## src/mbrd_pkg.sv

```systemverilog
/*
  constants and types of the memory block remap decoder, and the small
  position register that holds one block's placement.
  assumes one clock domain, asynchronous active-high reset, and a core
  write port that drives the position writes on the same clock.
*/
// What this block does
// - three position registers place registers, RAM, EEPROM
// - 1K EEPROM aliases in both window halves
// - large RAM: 12K block, top/bottom aligned, 4K reserved
// - large EEPROM: 4K block, lower 2K reserved
// - small RAM: 4K block, lower 2K reserved
// - values 00/39/09: registers zero, RAM top, EEPROM 0800h
// - values 30/00/39: registers 3000h, RAM zero, EEPROM 3800h
// - blocks may cover paged window 8000h-BFFFh
package mbrd_pkg;
  localparam int          ADDR_W            = 16;
  localparam int          POS_W             = 8;
  localparam int          OFFSET_W          = 13;
  // position register reset values
  localparam logic [7:0]  REG_POS_RESET     = 8'h00;
  localparam logic [7:0]  RAM_POS_RESET     = 8'h09;
  localparam logic [7:0]  EE_POS_RESET      = 8'h01;
  // field positions inside the position registers
  localparam int          REG_POS_HI        = 7;
  localparam int          REG_POS_LO        = 3;
  localparam int          RAM_REGION16_HI   = 7;
  localparam int          RAM_REGION16_LO   = 6;
  localparam int          REGION4_HI        = 7;
  localparam int          REGION4_LO        = 4;
  localparam int          RAM_ALIGN_TOP_BIT = 0;
  localparam int          EE_ENABLE_BIT     = 0;
  // paged window
  localparam logic [15:0] PAGED_LO          = 16'h8000;
  localparam logic [15:0] PAGED_HI          = 16'hBFFF;
  // sub-block codes of a 16K RAM region (4K steps)
  localparam logic [1:0]  SUB_LOW_RESERVED  = 2'h1;
  localparam logic [1:0]  SUB_HIGH_RESERVED = 2'h2;
  localparam logic [1:0]  SUB_BOTTOM        = 2'h0;
  localparam logic [1:0]  SUB_TOP           = 2'h3;

  typedef enum {
    MBRD_LARGE,
    MBRD_MID,
    MBRD_SMALL
  } mbrd_variant_type;

  typedef enum {
    MBRD_NONE,
    MBRD_REGISTERS,
    MBRD_RAM,
    MBRD_EEPROM,
    MBRD_RESERVED,
    MBRD_PAGED
  } mbrd_region_type;
endpackage : mbrd_pkg

////////////////////////////////////////////////////////////////////////////////
`timescale 1ns/1ps
module mbrd_position_reg #(
  parameter logic [7:0] RESET_VALUE = 8'h00
) (
  input  wire logic       clock,
  input  wire logic       rst,
  input  wire logic       write_enable,
  input  wire logic [7:0] write_data,
  output logic      [7:0] position
);
  // one block's placement, rewritten by the core at any time
  always_ff @(posedge clock or posedge rst) begin
    if (rst) begin
      position <= RESET_VALUE;
    end else if (write_enable) begin
      position <= write_data;
    end
  end
endmodule : mbrd_position_reg

```

## src/mbrd_decoder.sv

```systemverilog
/*
  memory block remap decoder: places the register block, the internal RAM
  and the internal EEPROM in the 64K CPU space from three position
  registers and reports, one clock after each access, which block answers.
  assumes the CPU address and the position writes come from logic on the
  same clock; the variant parameter fixes the array sizes.
*/
`timescale 1ns/1ps
module mbrd_decoder #(
  parameter mbrd_pkg::mbrd_variant_type VARIANT = mbrd_pkg::MBRD_LARGE
) (
  input  wire logic                          clock,
  input  wire logic                          rst,
  input  wire logic                          cpu_access,
  input  wire logic [mbrd_pkg::ADDR_W-1:0]   cpu_addr,
  input  wire logic                          register_block_position_we,
  input  wire logic                          ram_block_position_we,
  input  wire logic                          eeprom_block_position_we,
  input  wire logic [mbrd_pkg::POS_W-1:0]    position_wdata,
  output logic      [mbrd_pkg::POS_W-1:0]    register_block_position,
  output logic      [mbrd_pkg::POS_W-1:0]    ram_block_position,
  output logic      [mbrd_pkg::POS_W-1:0]    eeprom_block_position,
  output logic                               decode_valid,
  output logic                               hit_registers,
  output logic                               hit_ram,
  output logic                               hit_eeprom,
  output logic                               hit_reserved,
  output logic                               hit_paged,
  output logic                               hit_unmapped,
  output logic                               eeprom_protect_field,
  output logic      [mbrd_pkg::OFFSET_W-1:0] array_offset
);
  import mbrd_pkg::*;

  //////////////////////////////////////////////////////////////////////////////
  // helpers
  function automatic logic match4(input logic [3:0] addr_bits,
                                  input logic [3:0] pos_bits);
    match4 = (addr_bits == pos_bits);
  endfunction : match4

  function automatic logic all_ones(input logic [6:0] bits,
                                    input logic [6:0] used_mask);
    all_ones = ((bits & used_mask) == used_mask);
  endfunction : all_ones

  //////////////////////////////////////////////////////////////////////////////
  // position registers
  mbrd_position_reg #(
    .RESET_VALUE (REG_POS_RESET)
  ) u_register_position (
    .clock        (clock),
    .rst          (rst),
    .write_enable (register_block_position_we),
    .write_data   (position_wdata),
    .position     (register_block_position)
  );

  mbrd_position_reg #(
    .RESET_VALUE (RAM_POS_RESET)
  ) u_ram_position (
    .clock        (clock),
    .rst          (rst),
    .write_enable (ram_block_position_we),
    .write_data   (position_wdata),
    .position     (ram_block_position)
  );

  mbrd_position_reg #(
    .RESET_VALUE (EE_POS_RESET)
  ) u_eeprom_position (
    .clock        (clock),
    .rst          (rst),
    .write_enable (eeprom_block_position_we),
    .write_data   (position_wdata),
    .position     (eeprom_block_position)
  );

  //////////////////////////////////////////////////////////////////////////////
  // register block: 1K at any 2K boundary
  wire logic reg_hit;
  assign reg_hit = (cpu_addr[15:11] == register_block_position[REG_POS_HI:REG_POS_LO])
                   && !cpu_addr[10];

  //////////////////////////////////////////////////////////////////////////////
  // RAM
  wire logic       ram_align_top;
  wire logic [1:0] ram_sub;
  wire logic       ram_region16;
  wire logic       ram_region4;
  assign ram_align_top = ram_block_position[RAM_ALIGN_TOP_BIT];
  assign ram_sub       = cpu_addr[13:12];
  assign ram_region16  = (cpu_addr[15:14] ==
                          ram_block_position[RAM_REGION16_HI:RAM_REGION16_LO]);
  assign ram_region4   = match4(cpu_addr[15:12],
                                ram_block_position[REGION4_HI:REGION4_LO]);

  // large: 12K block in a 16K region, 4K reserved on the side away from the
  // alignment edge, so top alignment ends at the region top and bottom
  // alignment starts at the region base
  wire logic large_ram_array;
  wire logic large_ram_reserved;
  assign large_ram_array    = ram_region16 &&
                              (ram_align_top ? ram_sub[1] : !ram_sub[1]);
  assign large_ram_reserved = ram_region16 &&
                              (ram_align_top ? (ram_sub == SUB_LOW_RESERVED)
                                             : (ram_sub == SUB_HIGH_RESERVED));

  // small: 4K block, lower 2K reserved
  wire logic small_ram_array;
  wire logic small_ram_reserved;
  assign small_ram_array    = ram_region4 && cpu_addr[11];
  assign small_ram_reserved = ram_region4 && !cpu_addr[11];

  wire logic                ram_array;
  wire logic                ram_reserved;
  wire logic [OFFSET_W-1:0] ram_offset;
  assign ram_array    = (VARIANT == MBRD_LARGE) ? large_ram_array :
                        (VARIANT == MBRD_MID)   ? ram_region4     : small_ram_array;
  assign ram_reserved = (VARIANT == MBRD_LARGE) ? large_ram_reserved :
                        (VARIANT == MBRD_MID)   ? 1'b0               : small_ram_reserved;
  // sub bit 0 picks the upper or lower 4K of the 8K array in both alignments
  assign ram_offset   = (VARIANT == MBRD_LARGE) ? {ram_sub[0], cpu_addr[11:0]} :
                        (VARIANT == MBRD_MID)   ? {1'b0, cpu_addr[11:0]} :
                                                  {2'b00, cpu_addr[10:0]};

  //////////////////////////////////////////////////////////////////////////////
  // EEPROM: window in the upper 2K of a 4K-aligned block
  wire logic ee_enabled;
  wire logic ee_region;
  assign ee_enabled = eeprom_block_position[EE_ENABLE_BIT];
  assign ee_region  = ee_enabled &&
                      match4(cpu_addr[15:12], eeprom_block_position[REGION4_HI:REGION4_LO]);

  wire logic                ee_array;
  wire logic                ee_reserved;
  wire logic [OFFSET_W-1:0] ee_offset;
  wire logic                ee_protect;
  assign ee_array    = ee_region && cpu_addr[11];
  assign ee_reserved = ee_region && !cpu_addr[11] && (VARIANT == MBRD_LARGE);
  // 1K array drops address bit 10, answering in both halves of the window
  assign ee_offset   = (VARIANT == MBRD_LARGE) ? {2'b00, cpu_addr[10:0]}
                                               : {3'b000, cpu_addr[9:0]};
  // top 16 bytes of each answering copy
  assign ee_protect  = ee_array &&
                       all_ones(cpu_addr[10:4],
                                (VARIANT == MBRD_LARGE) ? 7'h7F : 7'h3F);

  //////////////////////////////////////////////////////////////////////////////
  // priority: registers, RAM, EEPROM, then paged window
  wire logic paged_window;
  assign paged_window = (cpu_addr >= PAGED_LO) && (cpu_addr <= PAGED_HI);

  mbrd_region_type next_region;
  always_comb begin
    if (reg_hit) begin
      next_region = MBRD_REGISTERS;
    end else if (ram_array) begin
      next_region = MBRD_RAM;
    end else if (ram_reserved) begin
      next_region = MBRD_RESERVED;
    end else if (ee_array) begin
      next_region = MBRD_EEPROM;
    end else if (ee_reserved) begin
      next_region = MBRD_RESERVED;
    end else if (paged_window) begin
      next_region = MBRD_PAGED;
    end else begin
      next_region = MBRD_NONE;
    end
  end

  wire logic [OFFSET_W-1:0] next_offset;
  wire logic                next_protect;
  assign next_offset  = (next_region == MBRD_RAM)    ? ram_offset :
                        (next_region == MBRD_EEPROM) ? ee_offset  :
                        (next_region == MBRD_REGISTERS) ? {3'b000, cpu_addr[9:0]} :
                        {OFFSET_W{1'b0}};
  assign next_protect = (next_region == MBRD_EEPROM) && ee_protect;

  //////////////////////////////////////////////////////////////////////////////
  // registered answer
  mbrd_region_type region;
  always_ff @(posedge clock or posedge rst) begin
    if (rst) begin
      region <= MBRD_NONE;
    end else if (cpu_access) begin
      region <= next_region;
    end else begin
      region <= MBRD_NONE;
    end
  end

  always_ff @(posedge clock or posedge rst) begin
    if (rst) begin
      decode_valid         <= 1'b0;
      array_offset         <= {OFFSET_W{1'b0}};
      eeprom_protect_field <= 1'b0;
    end else begin
      decode_valid         <= cpu_access;
      array_offset         <= cpu_access ? next_offset : {OFFSET_W{1'b0}};
      eeprom_protect_field <= cpu_access && next_protect;
    end
  end

  always_ff @(posedge clock or posedge rst) begin
    if (rst) begin
      hit_registers <= 1'b0;
      hit_ram       <= 1'b0;
      hit_eeprom    <= 1'b0;
      hit_reserved  <= 1'b0;
      hit_paged     <= 1'b0;
      hit_unmapped  <= 1'b0;
    end else begin
      hit_registers <= cpu_access && (next_region == MBRD_REGISTERS);
      hit_ram       <= cpu_access && (next_region == MBRD_RAM);
      hit_eeprom    <= cpu_access && (next_region == MBRD_EEPROM);
      hit_reserved  <= cpu_access && (next_region == MBRD_RESERVED);
      hit_paged     <= cpu_access && (next_region == MBRD_PAGED);
      hit_unmapped  <= cpu_access && (next_region == MBRD_NONE);
    end
  end

  // region mirrors the hit flags for debug visibility inside the block
  wire logic unused_region;
  assign unused_region = (region == MBRD_NONE);
endmodule : mbrd_decoder

```

## config.mk

```make
export PLATFORM = sky130hd
export DESIGN_NAME = mbrd_decoder
export DESIGN_NICKNAME = d
export VERILOG_FILES = /design/src/mbrd_pkg.sv /design/src/mbrd_decoder.sv
export SDC_FILE = /design/constraint.sdc
export NUM_CORES = 1
export LEC_CHECK = 0
export BUFFER_PORTS_ARGS = -buffer_cell sky130_fd_sc_hd__buf_4
export CAP_MARGIN = 20
export CORE_UTILIZATION = 35
export DETAILED_ROUTE_END_ITERATION = 12
export GPL_ROUTABILITY_DRIVEN = 0
export GPL_TIMING_DRIVEN = 0
export PLACE_DENSITY = 0.62
export SLEW_MARGIN = 30
export SYNTH_ARGS = -nofsm -noshare
export SYNTH_HDL_FRONTEND = slang
export SYNTH_SLANG_ARGS = --single-unit
```

## constraint.sdc

```tcl
create_clock -name clock -period 2.35 [get_ports clock]
set_clock_uncertainty 0.1 [all_clocks]
set_input_delay 0.1175 -clock clock [delete_from_list [all_inputs] [get_ports clock]]
set_output_delay 0.1175 -clock clock [all_outputs]
set_load 0.005 [all_outputs]
```

==> results of run 1 <==
[final cells by class]
type	count	area, sq um	share of cell area (%)
sequential	45	1130	38.7
multi-input combinational	88	768	26.3
timing repair buffer	91	748	25.6
tap	70	87.6	3.00
clock buffer	5	68.8	2.36
clock inverter	3	65.1	2.23
buffer	8	41.3	1.41
inverter	3	11.3	0.386
[registers in the layout, indices dropped and copies added (netlist names)]
name and count:
u_register_position.position 8, hit_reserved 1, hit_registers 1, hit_paged 1
u_ram_position.position 8, decode_valid 1, eeprom_protect_field 1, hit_unmapped 1
array_offset 13, hit_eeprom 1, hit_ram 1, u_eeprom_position.position 8
[metal layers]
metal  vias to the layer above  part of all wire, %
met4                         0                  1.3
met3                         6                  6.1
li1                        690                    -
met2                        61                   48
met1                       669                   45
met5                         -                    0
[through the flow]
stage	setup slack [ns]	instances
after floorplan	0.767	144
after global placement	0.460	283
after detailed placement	0.621	284
after CTS	0.598	313
after global routing	0.492	313
final	0.610	313
[where the power goes]
group | switching, uW | internal [uW]
Combinational | 152 | 202
Sequential | 40.6 | 835
Clock | 250 | 422
Total | 442 | 1460
[how the worst max path moves through the flow]
stage                                               start         endpoint  slack (ns)  cells past startpoint
after floorplan           u_register_position.position[3]  array_offset[0]        0.77                      5
after global placement                                rst       hit_eeprom        0.46                      2
after detailed placement       u_ram_position.position[7]  array_offset[5]        0.62                      5
after CTS                      u_ram_position.position[7]  array_offset[5]        0.60                      5
after global routing           u_ram_position.position[7]  array_offset[3]        0.49                      5
final                          u_ram_position.position[6]  array_offset[5]        0.61                      5
[logic make-up (layout without fill, tap and decap cells)]
group	Yosys count	after routing
AND/OR/NAND/NOR	36	36
buffers and inverters	11	110
XOR/XNOR	12	12
multiplexers	24	24
AO/OA/AOI/OAI	16	16
flip-flops	45	45
[Yosys cell counts (2+ instances only)]
cell type	number
buf_2	3
nand3_1	2
mux2_2	24
clkbuf_1	4
and4_1	3
and3_1	3
nor2_1	5
xor2_1	6
a21oi_2	10
inv_1	3
dfrtp_1	42
xor2_2	2
a21oi_1	2
dfstp_2	3
xnor2_1	4
nand2_1	13
[worst register-to-register path, stage by stage (launching register included)]
cell     delay, ns
dfrtp_1       0.44
xor2_2        0.19
nor3_2        0.43
a21oi_1       0.11
buf_2         0.25
a21oi_2       0.16
[timing repair]
action                     in CTS  in global routing
setup endpoints to repair       0                  0
hold endpoints to repair       51                  0
hold buffers                   21                  0
resized for setup               0                  0
==> flow_summary_export.csv, run 1 <==
group,metric,value,unit
layout,antennaDiodeCount,0,
critical_path,crit_family,"flip-flops",
pwr,leakage,0.00137,uW
critical_path,r2r_end,"array_offset[5]",
global_routing,grt_overflow_total,0,
critical_path,cpPeakStageDelay,0.44,ns
sta,period_needed,1.74,ns
global_routing,busiest_layer,"met2",
die,dieArea,5880,sq um
synth,ys_seq_elements,45,
global_routing,grt_first_pass_wirelength,7440,um
layout,nets,272,
global_routing,grt_start_max_net_pins,28,
critical_path,cp_max_fo,10,
critical_path,regToRegStartpoint,"u_ram_position.position[6]",
layout,layout_common_cells,"69 x buf_4, 42 x dfrtp_1, 24 x mux2_2, 21 x dlygate4sd3_1, 13 x nand2_1",
synth,synthAdderAreaFrac,0,%
die,io_pins,75,
cts,clkLatencyLatePin,0.29,ns
global_routing,use_met1,19.7,%
place,dp_hpwl,3180,um
global_routing,grt_usage,16.4,%
critical_path,crit_chain,"xor2_2, nor3_2, a21oi_1, buf_2, a21oi_2",
synth,synth_top_family_by_area,"multiplexers",
place,portBuffers,69,
cts,cts_tree,"built",
sta,tightest_slew,0.538,ns
cts,cts_setup_buffers,0,
sta,slew_violations,0,
routing,num_vias,1426,
routing,ant_nets,0,
sta,setup_viol,0,
critical_path,startpoint_type,"flop",
routing,first_iter_violations,41,
critical_path,worst_ep_arrival_time,1.87,ns
critical_path,cp.required,2.48,ns
sta,setup_tns,0,ns
die,fp.dieW,76.7,um
synth,yosys.area.top_type,"dfrtp_1",
critical_path,reg2regPathDepth,5,
synth,ys.flop_type,"dfrtp_1",
critical_path,critPathSlowestCell,"dfrtp_1",
routing,drc,0,
routing,routed_wl,4410,um
critical_path,crit_type,"reg -> reg",
layout,final_area,2920,sq um
place,place_area,2580,sq um
cts,htree_num_levels,2,
critical_path,critPathBufInv,1,
sta,period_share,74.0,%
sta,hold_viol,0,
synth,synth-edff-count,0,
synth,synthTopCellsByArea,"dfrtp_1 54%, mux2_2 14%, a21oi_2 4.5%, dfstp_2 4.0%, xor2_1 2.7%",
cts,root_buffer,"clkbuf_8",
cts,cts.sinks,45,
die,core_area,5240,sq um
layout,fillers,469,
routing,firstDrtPassIters,4,
pwr,power_density,651,nW/um^2
sta,clock.fmax,575,MHz
synth,yosys.area_share.simple,11.4,%
die,rows,26,
synth,synth_largest_type_area_fraction,53.9,%
global_routing,gr-usage-met3,4.29,%
layout,drive_above_1_share,52.7,%
die,start_util,37.2,%
critical_path,r2r_setup_slack,0.61,ns
global_routing,gr-usage-met2,28.2,%
hold_path,whs_path_depth,2,
synth,syn_avg_cell_area,13.5,sq um
cts,clk_path_buf_depth,2,
hold_path,min-delay-start,"cpu_addr[11]",
synth,synth.net_count,174,
routing,vias_per_cell,4.56,
sta,max_slew_margin,64.1,%
synth,synth_compound_area_share,8.02,%
global_routing,grt_antenna_before_repair,0,
cts,clk_pin_slew,0.08,ns
critical_path,crit_path_end_kind,"flop",
layout,synthToLayoutAreaGrowth,49.7,%
layout,layout_commonest_cell,"buf_4",
synth,synth_area,1950,sq um
run_status,status,"finished clean",
synth,synth_cells,144,
global_routing,grt_pass1_vias,1580,
synth,synth_xor_area_share,6.16,%
sta,whs,0.0358,ns
cts,cts_buffers,5,
layout,postLayoutCoreUtil,55.8,%
synth,synth_cell_type_count,31,
synth,synthArstFlopShare,100,%
sta,rsz0062_at_grt,"false",
hold_path,min_to,"hit_eeprom",
routing,drt-wirelength-per-cell,14.1,um
synth,synthMuxAreaShare,13.9,%
hold_path,min-delay-path-class,"in -> reg",
pwr,power,1900,uW
run,max_cap_violations,0,
die,die_h,76.7,um
synth,seq_area_frac_synth,57.9,%
pwr,ir_drop,0.351,mV
synth,yosysWarnings,0,
Power figures use the tool's default switching activity.
==> inputs of run 2 (changes only) <==
- ABC_AREA: default -> 1
- PLACE_DENSITY: 0.62 -> 0.63
- clock period: 2.35 -> 1.75 ns (I/O delays scaled with it)
==> run 2 against run 1 <==
Against the previous run:
- power increased by 28%
- die area shrank 1.0%
- critical path type unchanged
- largest cell class unchanged
- largest power group unchanged
- register-to-register slack lost 0.47 ns
- final cell count up 21%
- first-iteration DRC count up 56%
- combinational power increased by 31%
- via count is 15% higher
==> flow_summary_export.csv, run 2 <==
group,metric,value,unit
synth,synthArstFlopShare,100,%
layout,synthToLayoutAreaGrowth,53.1,%
sta,clock.fmax,621,MHz
sta,fin_ws,0.139,ns
critical_path,startpoint,"u_ram_position.position[6]",
cts,cts_buffers,5,
layout,regMostFlops,"array_offset",
cts,clk_path_buf_depth,2,
pwr,p_seq_share,47.9,%
layout,nets,338,
critical_path,cp_max_fo,10,
layout,layout_common_cells,"74 x buf_4, 42 x dfrtp_1, 37 x nand2_1, 27 x nor2_1, 24 x dlygate4sd3_1",
synth,syn_avg_cell_area,9.56,sq um
global_routing,gr-usage-met2,28.0,%
routing,num_vias,1647,
synth,synthTopCellsByCount,"42 x dfrtp_1, 37 x nand2_1, 27 x nor2_1, 24 x inv_1, 16 x o21ai_0",
routing,first_iter_violations,64,
pwr,p_int,1840,uW
global_routing,grt_overflow_total,0,
synth,ys.flop_type,"dfrtp_1",
global_routing,busiest_layer,"met2",
routing,ant_nets,0,
die,rows,26,
critical_path,cp.required,1.82,ns
place,dp_hpwl,3170,um
sta,tightest_slew,0.507,ns
synth,synth.net_count,232,
sta,rsz0062_at_grt,"false",
pwr,power_density,821,nW/um^2
layout,largest_reg_flops,13,
pwr,ir_drop,0.504,mV
cts,root_buffer,"clkbuf_8",
sta,max_slew_margin,66.2,%
die,die_h,76.3,um
synth,synth_most_common_cell,"dfrtp_1",
synth,ys_seq_elements,45,
global_routing,use_met1,19.3,%
place,place_area,2590,sq um
run_status,status,"finished clean",
die,fp.dieW,76.3,um
layout,antennaDiodeCount,0,
pwr,p_clk_share,33.0,%
die,start_util,37.1,%
cts,clk_pin_slew,0.08,ns
global_routing,grt_pass1_vias,1572,
critical_path,crit_type,"reg -> reg",
pwr,leakage,0.00153,uW
pwr,p_sw_share,24.2,%
pwr,switching_power,587,uW
hold_path,min-delay-start,"cpu_addr[12]",
cts,cts.sinks,45,
synth,synth_cell_type_count,21,
synth,synth_cells,202,
pwr,power,2420,uW
routing,vias_per_cell,4.35,
critical_path,startpoint_type,"flop",
layout,layout_commonest_cell,"buf_4",
sta,hold_viol,0,
routing,drc,0,
run,max_cap_violations,0,
place,portBuffers,74,
routing,drt-wirelength-per-cell,11.6,um
critical_path,worst_ep_arrival_time,1.68,ns
global_routing,grt_first_pass_wirelength,7480,um
die,dieArea,5820,sq um
sta,setup_viol,0,
layout,fillers,485,
synth,synthTopCellsByArea,"dfrtp_1 54%, mux2_2 8.2%, nand2_1 7.2%, nor2_1 5.2%, inv_1 4.7%",
routing,routed_wl,4380,um
layout,drive_above_1_share,35.6,%
critical_path,crit_path_end_kind,"flop",
die,core_area,5200,sq um
die,io_pins,75,
sta,slew_violations,0,
sta,period_needed,1.61,ns
hold_path,min-delay-path-class,"in -> reg",
cts,cts_tree,"built",
synth,seq_area_frac_synth,58.5,%
global_routing,grt_antenna_before_repair,0,
cts,htree_num_levels,2,
global_routing,grt_start_max_net_pins,25,
synth,synth-edff-count,0,
synth,yosysWarnings,0,
synth,synth_largest_type_area_fraction,54.4,%
global_routing,grt_usage,16.3,%
place,pre_cts_ws,0.0711,ns
routing,firstDrtPassIters,6,
layout,final_area,2960,sq um
synth,yosys.area.top_type,"dfrtp_1",
global_routing,gr-usage-met3,5.99,%
cts,clkLatencyLatePin,0.30,ns
critical_path,regToRegStartpoint,"u_ram_position.position[6]",
sta,period_share,92.1,%
pwr,pwr-share-comb,19.1,%
synth,synth_area,1930,sq um
## run 2: changes by cell type in the layout (fill, tap and decap cells not counted), moves of 5 or more
cell	previous run	this run
nand2_1	13	37
nor2_1	5	27
inv_1	2	22
o21ai_0	0	16
a21oi_2	10	0
mux2_2	24	14
o21ai_1	0	10
buf_4	69	74
## run 2: worst paths after layout
kind                                               to  cells past startpoint  slack [ns]
setup reg to reg                      array_offset[8]                     10        0.14
max in group asynchronous  u_ram_position.position[3]                      4        0.74
setup / recovery                      array_offset[8]                     10        0.14
hold / removal                       array_offset[12]                      3       0.006
hold reg to reg            u_ram_position.position[4]                      1        0.42
min in group asynchronous             array_offset[2]                      3        0.26
## run 2: layout make-up
cell class	instances	area [sq um]	share of cell area [%]
clock buffers	7	86.3	2.92
plain buffers	5	26.3	0.889
well taps	70	87.6	2.96
inverters	25	93.8	3.18
clock inverters	1	30.0	1.02
repair buffers	99	816	27.6
multi-input cells	127	686	23.2
flip-flops and latches	45	1130	38.2
## run 2: critical path, cell delays in order, from the launching register on
cell and delay [ns]:
dfrtp_1 0.41, inv_1 0.08, nand2_1 0.05, nand2_1 0.05
nand3_1 0.10, nand2b_1 0.22, nand2_1 0.10, nand2_2 0.06
buf_6 0.13, o21ai_1 0.12, nor2_1 0.06
## run 2: timing repair
| item | 4_1_cts | 5_1_grt |
|---|---|---|
| buffers inserted | 0 | 0 |
| gates resized for setup | 0 | 2 |
| hold buffers | 24 | 0 |
| setup endpoints to repair | 0 | 11 |
| endpoints found under the hold margin | 61 | 0 |
## run 2: logic make-up (layout without fill, tap and decap cells)
group                     Yosys count  in the layout  synth area share (%)
and+or+nand+nor                    84             84                  19.0
buffers and inverters              30            137                  6.22
DFF                                45             45                  58.5
muxes                              14             14                  8.17
xor gates and xnor gates            3              3                  1.36
AOI/OAI and AO/OA                  26             26                  6.74
## run 2: power by group through the flow
stage	Combinational (uW)	Clock, uW	Sequential [uW]
2_1_floorplan	191	0	1180
3_5_place_dp	423	0	1180
4_1_cts	467	813	1160
5_1_grt	515	856	1170
3_3_place_gp	412	0	1180
6_report	462	801	1160
## run 2: through the flow
step | utilization, % | setup TNS, ns | hold WS [ns] | std cells
2_1_floorplan | - | 0 | 0.0189 | 202
3_3_place_gp | 49.4 | -4.51 | 0.136 | 346
3_5_place_dp | 49.8 | 0 | 0.0385 | 347
4_1_cts | 56.7 | 0 | 0.000960 | 379
5_1_grt | 56.8 | 0 | 0.0326 | 379
6_report | 56.8 | 0 | 0.00635 | 379
## run 2: layer usage
layer  up-vias  part of all wire [%]
met5         -                     0
met4         0                   1.0
met3         6                   8.2
met2        59                    49
met1       728                    42
li1        854                     -
==> inputs of run 3 (changes only) <==
- CORE_UTILIZATION: 35 -> 48
- PLACE_DENSITY: 0.63 -> 0.81
==> run 3 against run 2 <==
Against the previous run:
- power up 1.3%
- non-clock buffer count rose by 3
- critical endpoint is now array_offset[4]
- clock power grew 1%
- final cell count is 5.0% lower
- die area is 26% lower
==> flow_summary_export.csv, run 3 (same netlist as run 2, synthesis figures left out) <==
group,metric,value,unit
pwr,p_clk_share,33.0,%
routing,vias_per_cell,4.79,
sta,tightest_slew,0.511,ns
global_routing,grt_antenna_before_repair,0,
routing,first_iter_violations,80,
die,rows,22,
routing,num_vias,1723,
hold_path,min_to,"array_offset[11]",
hold_path,whs_path_depth,3,
critical_path,crit_path_end_kind,"flop",
layout,layout_commonest_cell,"buf_4",
sta,setup_viol,0,
routing,ant_nets,0,
die,die_h,65.4,um
sta,setup_tns,0,ns
hold_path,min-delay-path-class,"in -> reg",
routing,drc,0,
sta,clock.fmax,623,MHz
critical_path,cp.required,1.87,ns
routing,routed_wl,4730,um
cts,htree_num_levels,2,
critical_path,startpoint,"cpu_addr[12]",
pwr,pwr-share-comb,19.6,%
layout,largest_reg_flops,13,
die,start_util,51.2,%
global_routing,grt_usage,23.8,%
run_status,status,"finished clean",
sta,hold_viol,0,
pwr,p_int,1840,uW
cts,clkLatencyLatePin,0.30,ns
critical_path,r2r_setup_slack,0.15,ns
routing,firstDrtPassIters,4,
global_routing,grt_overflow_total,0,
pwr,p_seq_share,47.4,%
pwr,power_density,827,nW/um^2
cts,clk_path_buf_depth,2,
critical_path,regToRegStartpoint,"u_ram_position.position[6]",
pwr,switching_power,613,uW
pwr,p_sw_share,25.0,%
place,dp_hpwl,3210,um
routing,drt-wirelength-per-cell,13.1,um
layout,layout_common_cells,"76 x buf_4, 42 x dfrtp_1, 37 x nand2_1, 27 x nor2_1, 25 x dlygate4sd3_1",
hold_path,min-delay-start,"cpu_addr[11]",
layout,regMostFlops,"array_offset",
sta,fin_ws,0.144,ns
critical_path,r2r_end,"array_offset[4]",
critical_path,startpoint_type,"input port",
global_routing,grt_pass1_vias,1680,
global_routing,grt_start_max_net_pins,25,
die,io_pins,75,
place,place_area,2570,sq um
layout,final_area,2970,sq um
cts,clk_pin_slew,0.08,ns
layout,nets,341,
sta,slew_violations,0,
critical_path,cp_max_fo,10,
pwr,power,2460,uW
global_routing,grt_first_pass_wirelength,7530,um
cts,cts_tree,"built",
die,core_area,3770,sq um
sta,period_needed,1.61,ns
run,max_cap_violations,0,
critical_path,crit_type,"in -> reg",
pwr,ir_drop,0.608,mV
layout,synthToLayoutAreaGrowth,53.9,%
pwr,leakage,0.00155,uW
cts,cts.sinks,45,
layout,drive_above_1_share,36.5,%
layout,postLayoutCoreUtil,78.8,%
sta,max_slew_margin,65.9,%
sta,period_share,91.8,%
layout,antennaDiodeCount,0,
place,pre_cts_ws,0.129,ns
cts,cts_buffers,5,
place,portBuffers,74,
critical_path,worst_ep_arrival_time,1.73,ns
die,dieArea,4280,sq um
cts,root_buffer,"clkbuf_8",
critical_path,reg2regPathDepth,9,
die,fp.dieW,65.4,um
-- run 3: power by group through the flow --
stage	sequential, uW	combinational [uW]	clock, uW
6_report	1160	482	811
3_5_place_dp	1180	425	0
2_1_floorplan	1180	191	0
4_1_cts	1160	471	825
3_3_place_gp	1180	407	0
5_1_grt	1170	531	868
-- run 3: per-layer routing --
metal / vias up / global-route usage [%] / share of wire (%)
met4: 0 / 8.70 / 1.8
li1: 855 / - / -
met3: 9 / 7.64 / 6.1
met1: 800 / 26.0 / 39
met2: 59 / 42.8 / 53
met5: - / 0 / 0
-- run 3: worst max-delay path by stage --
stage / endpoint / slack (ns) / cells past startpoint
3_3_place_gp: hit_ram / -0.008 / 2
5_1_grt: eeprom_protect_field / -0.01 / 13
3_5_place_dp: array_offset[4] / 0.13 / 6
6_report: array_offset[4] / 0.14 / 13
4_1_cts: array_offset[4] / 0.08 / 9
2_1_floorplan: hit_paged / 0.29 / 9
-- run 3: layout make-up --
cell class	instances	area, sq um
buffer	5	26.3
tap	48	60.1
multi-input combinational	127	693
timing repair buffer	102	848
sequential	45	1130
clock inverter	2	37.5
inverter	25	93.8
fill	239	800
clock buffer	6	82.6
-- run 3: stage by stage --
step / hold WS (ns) / cells
after CTS: 0.0871 / 358
after detailed placement: 0.0455 / 325
after global placement: 0.133 / 324
after global routing: 0.111 / 360
after floorplan: 0.0189 / 202
final: 0.0917 / 360
-- run 3: repair_timing --
action / in CTS / in global routing
gates resized for setup: 0 / 4
hold endpoints to repair: 60 / 0
hold buffers: 25 / 0
setup endpoints to repair: 0 / 12
buffers inserted: 0 / 2
-- run 3: worst max-delay path, cell delays in order --
cell,delay (ns)
dlygate4sd3_1,0.52
buf_4,0.12
inv_1,0.06
nand2_1,0.05
nand2_1,0.06
nor2_2,0.16
nand3_2,0.12
nor2_4,0.12
nand2_1,0.06
nand2_2,0.07
buf_6,0.14
o21ai_1,0.06
nor2_1,0.09
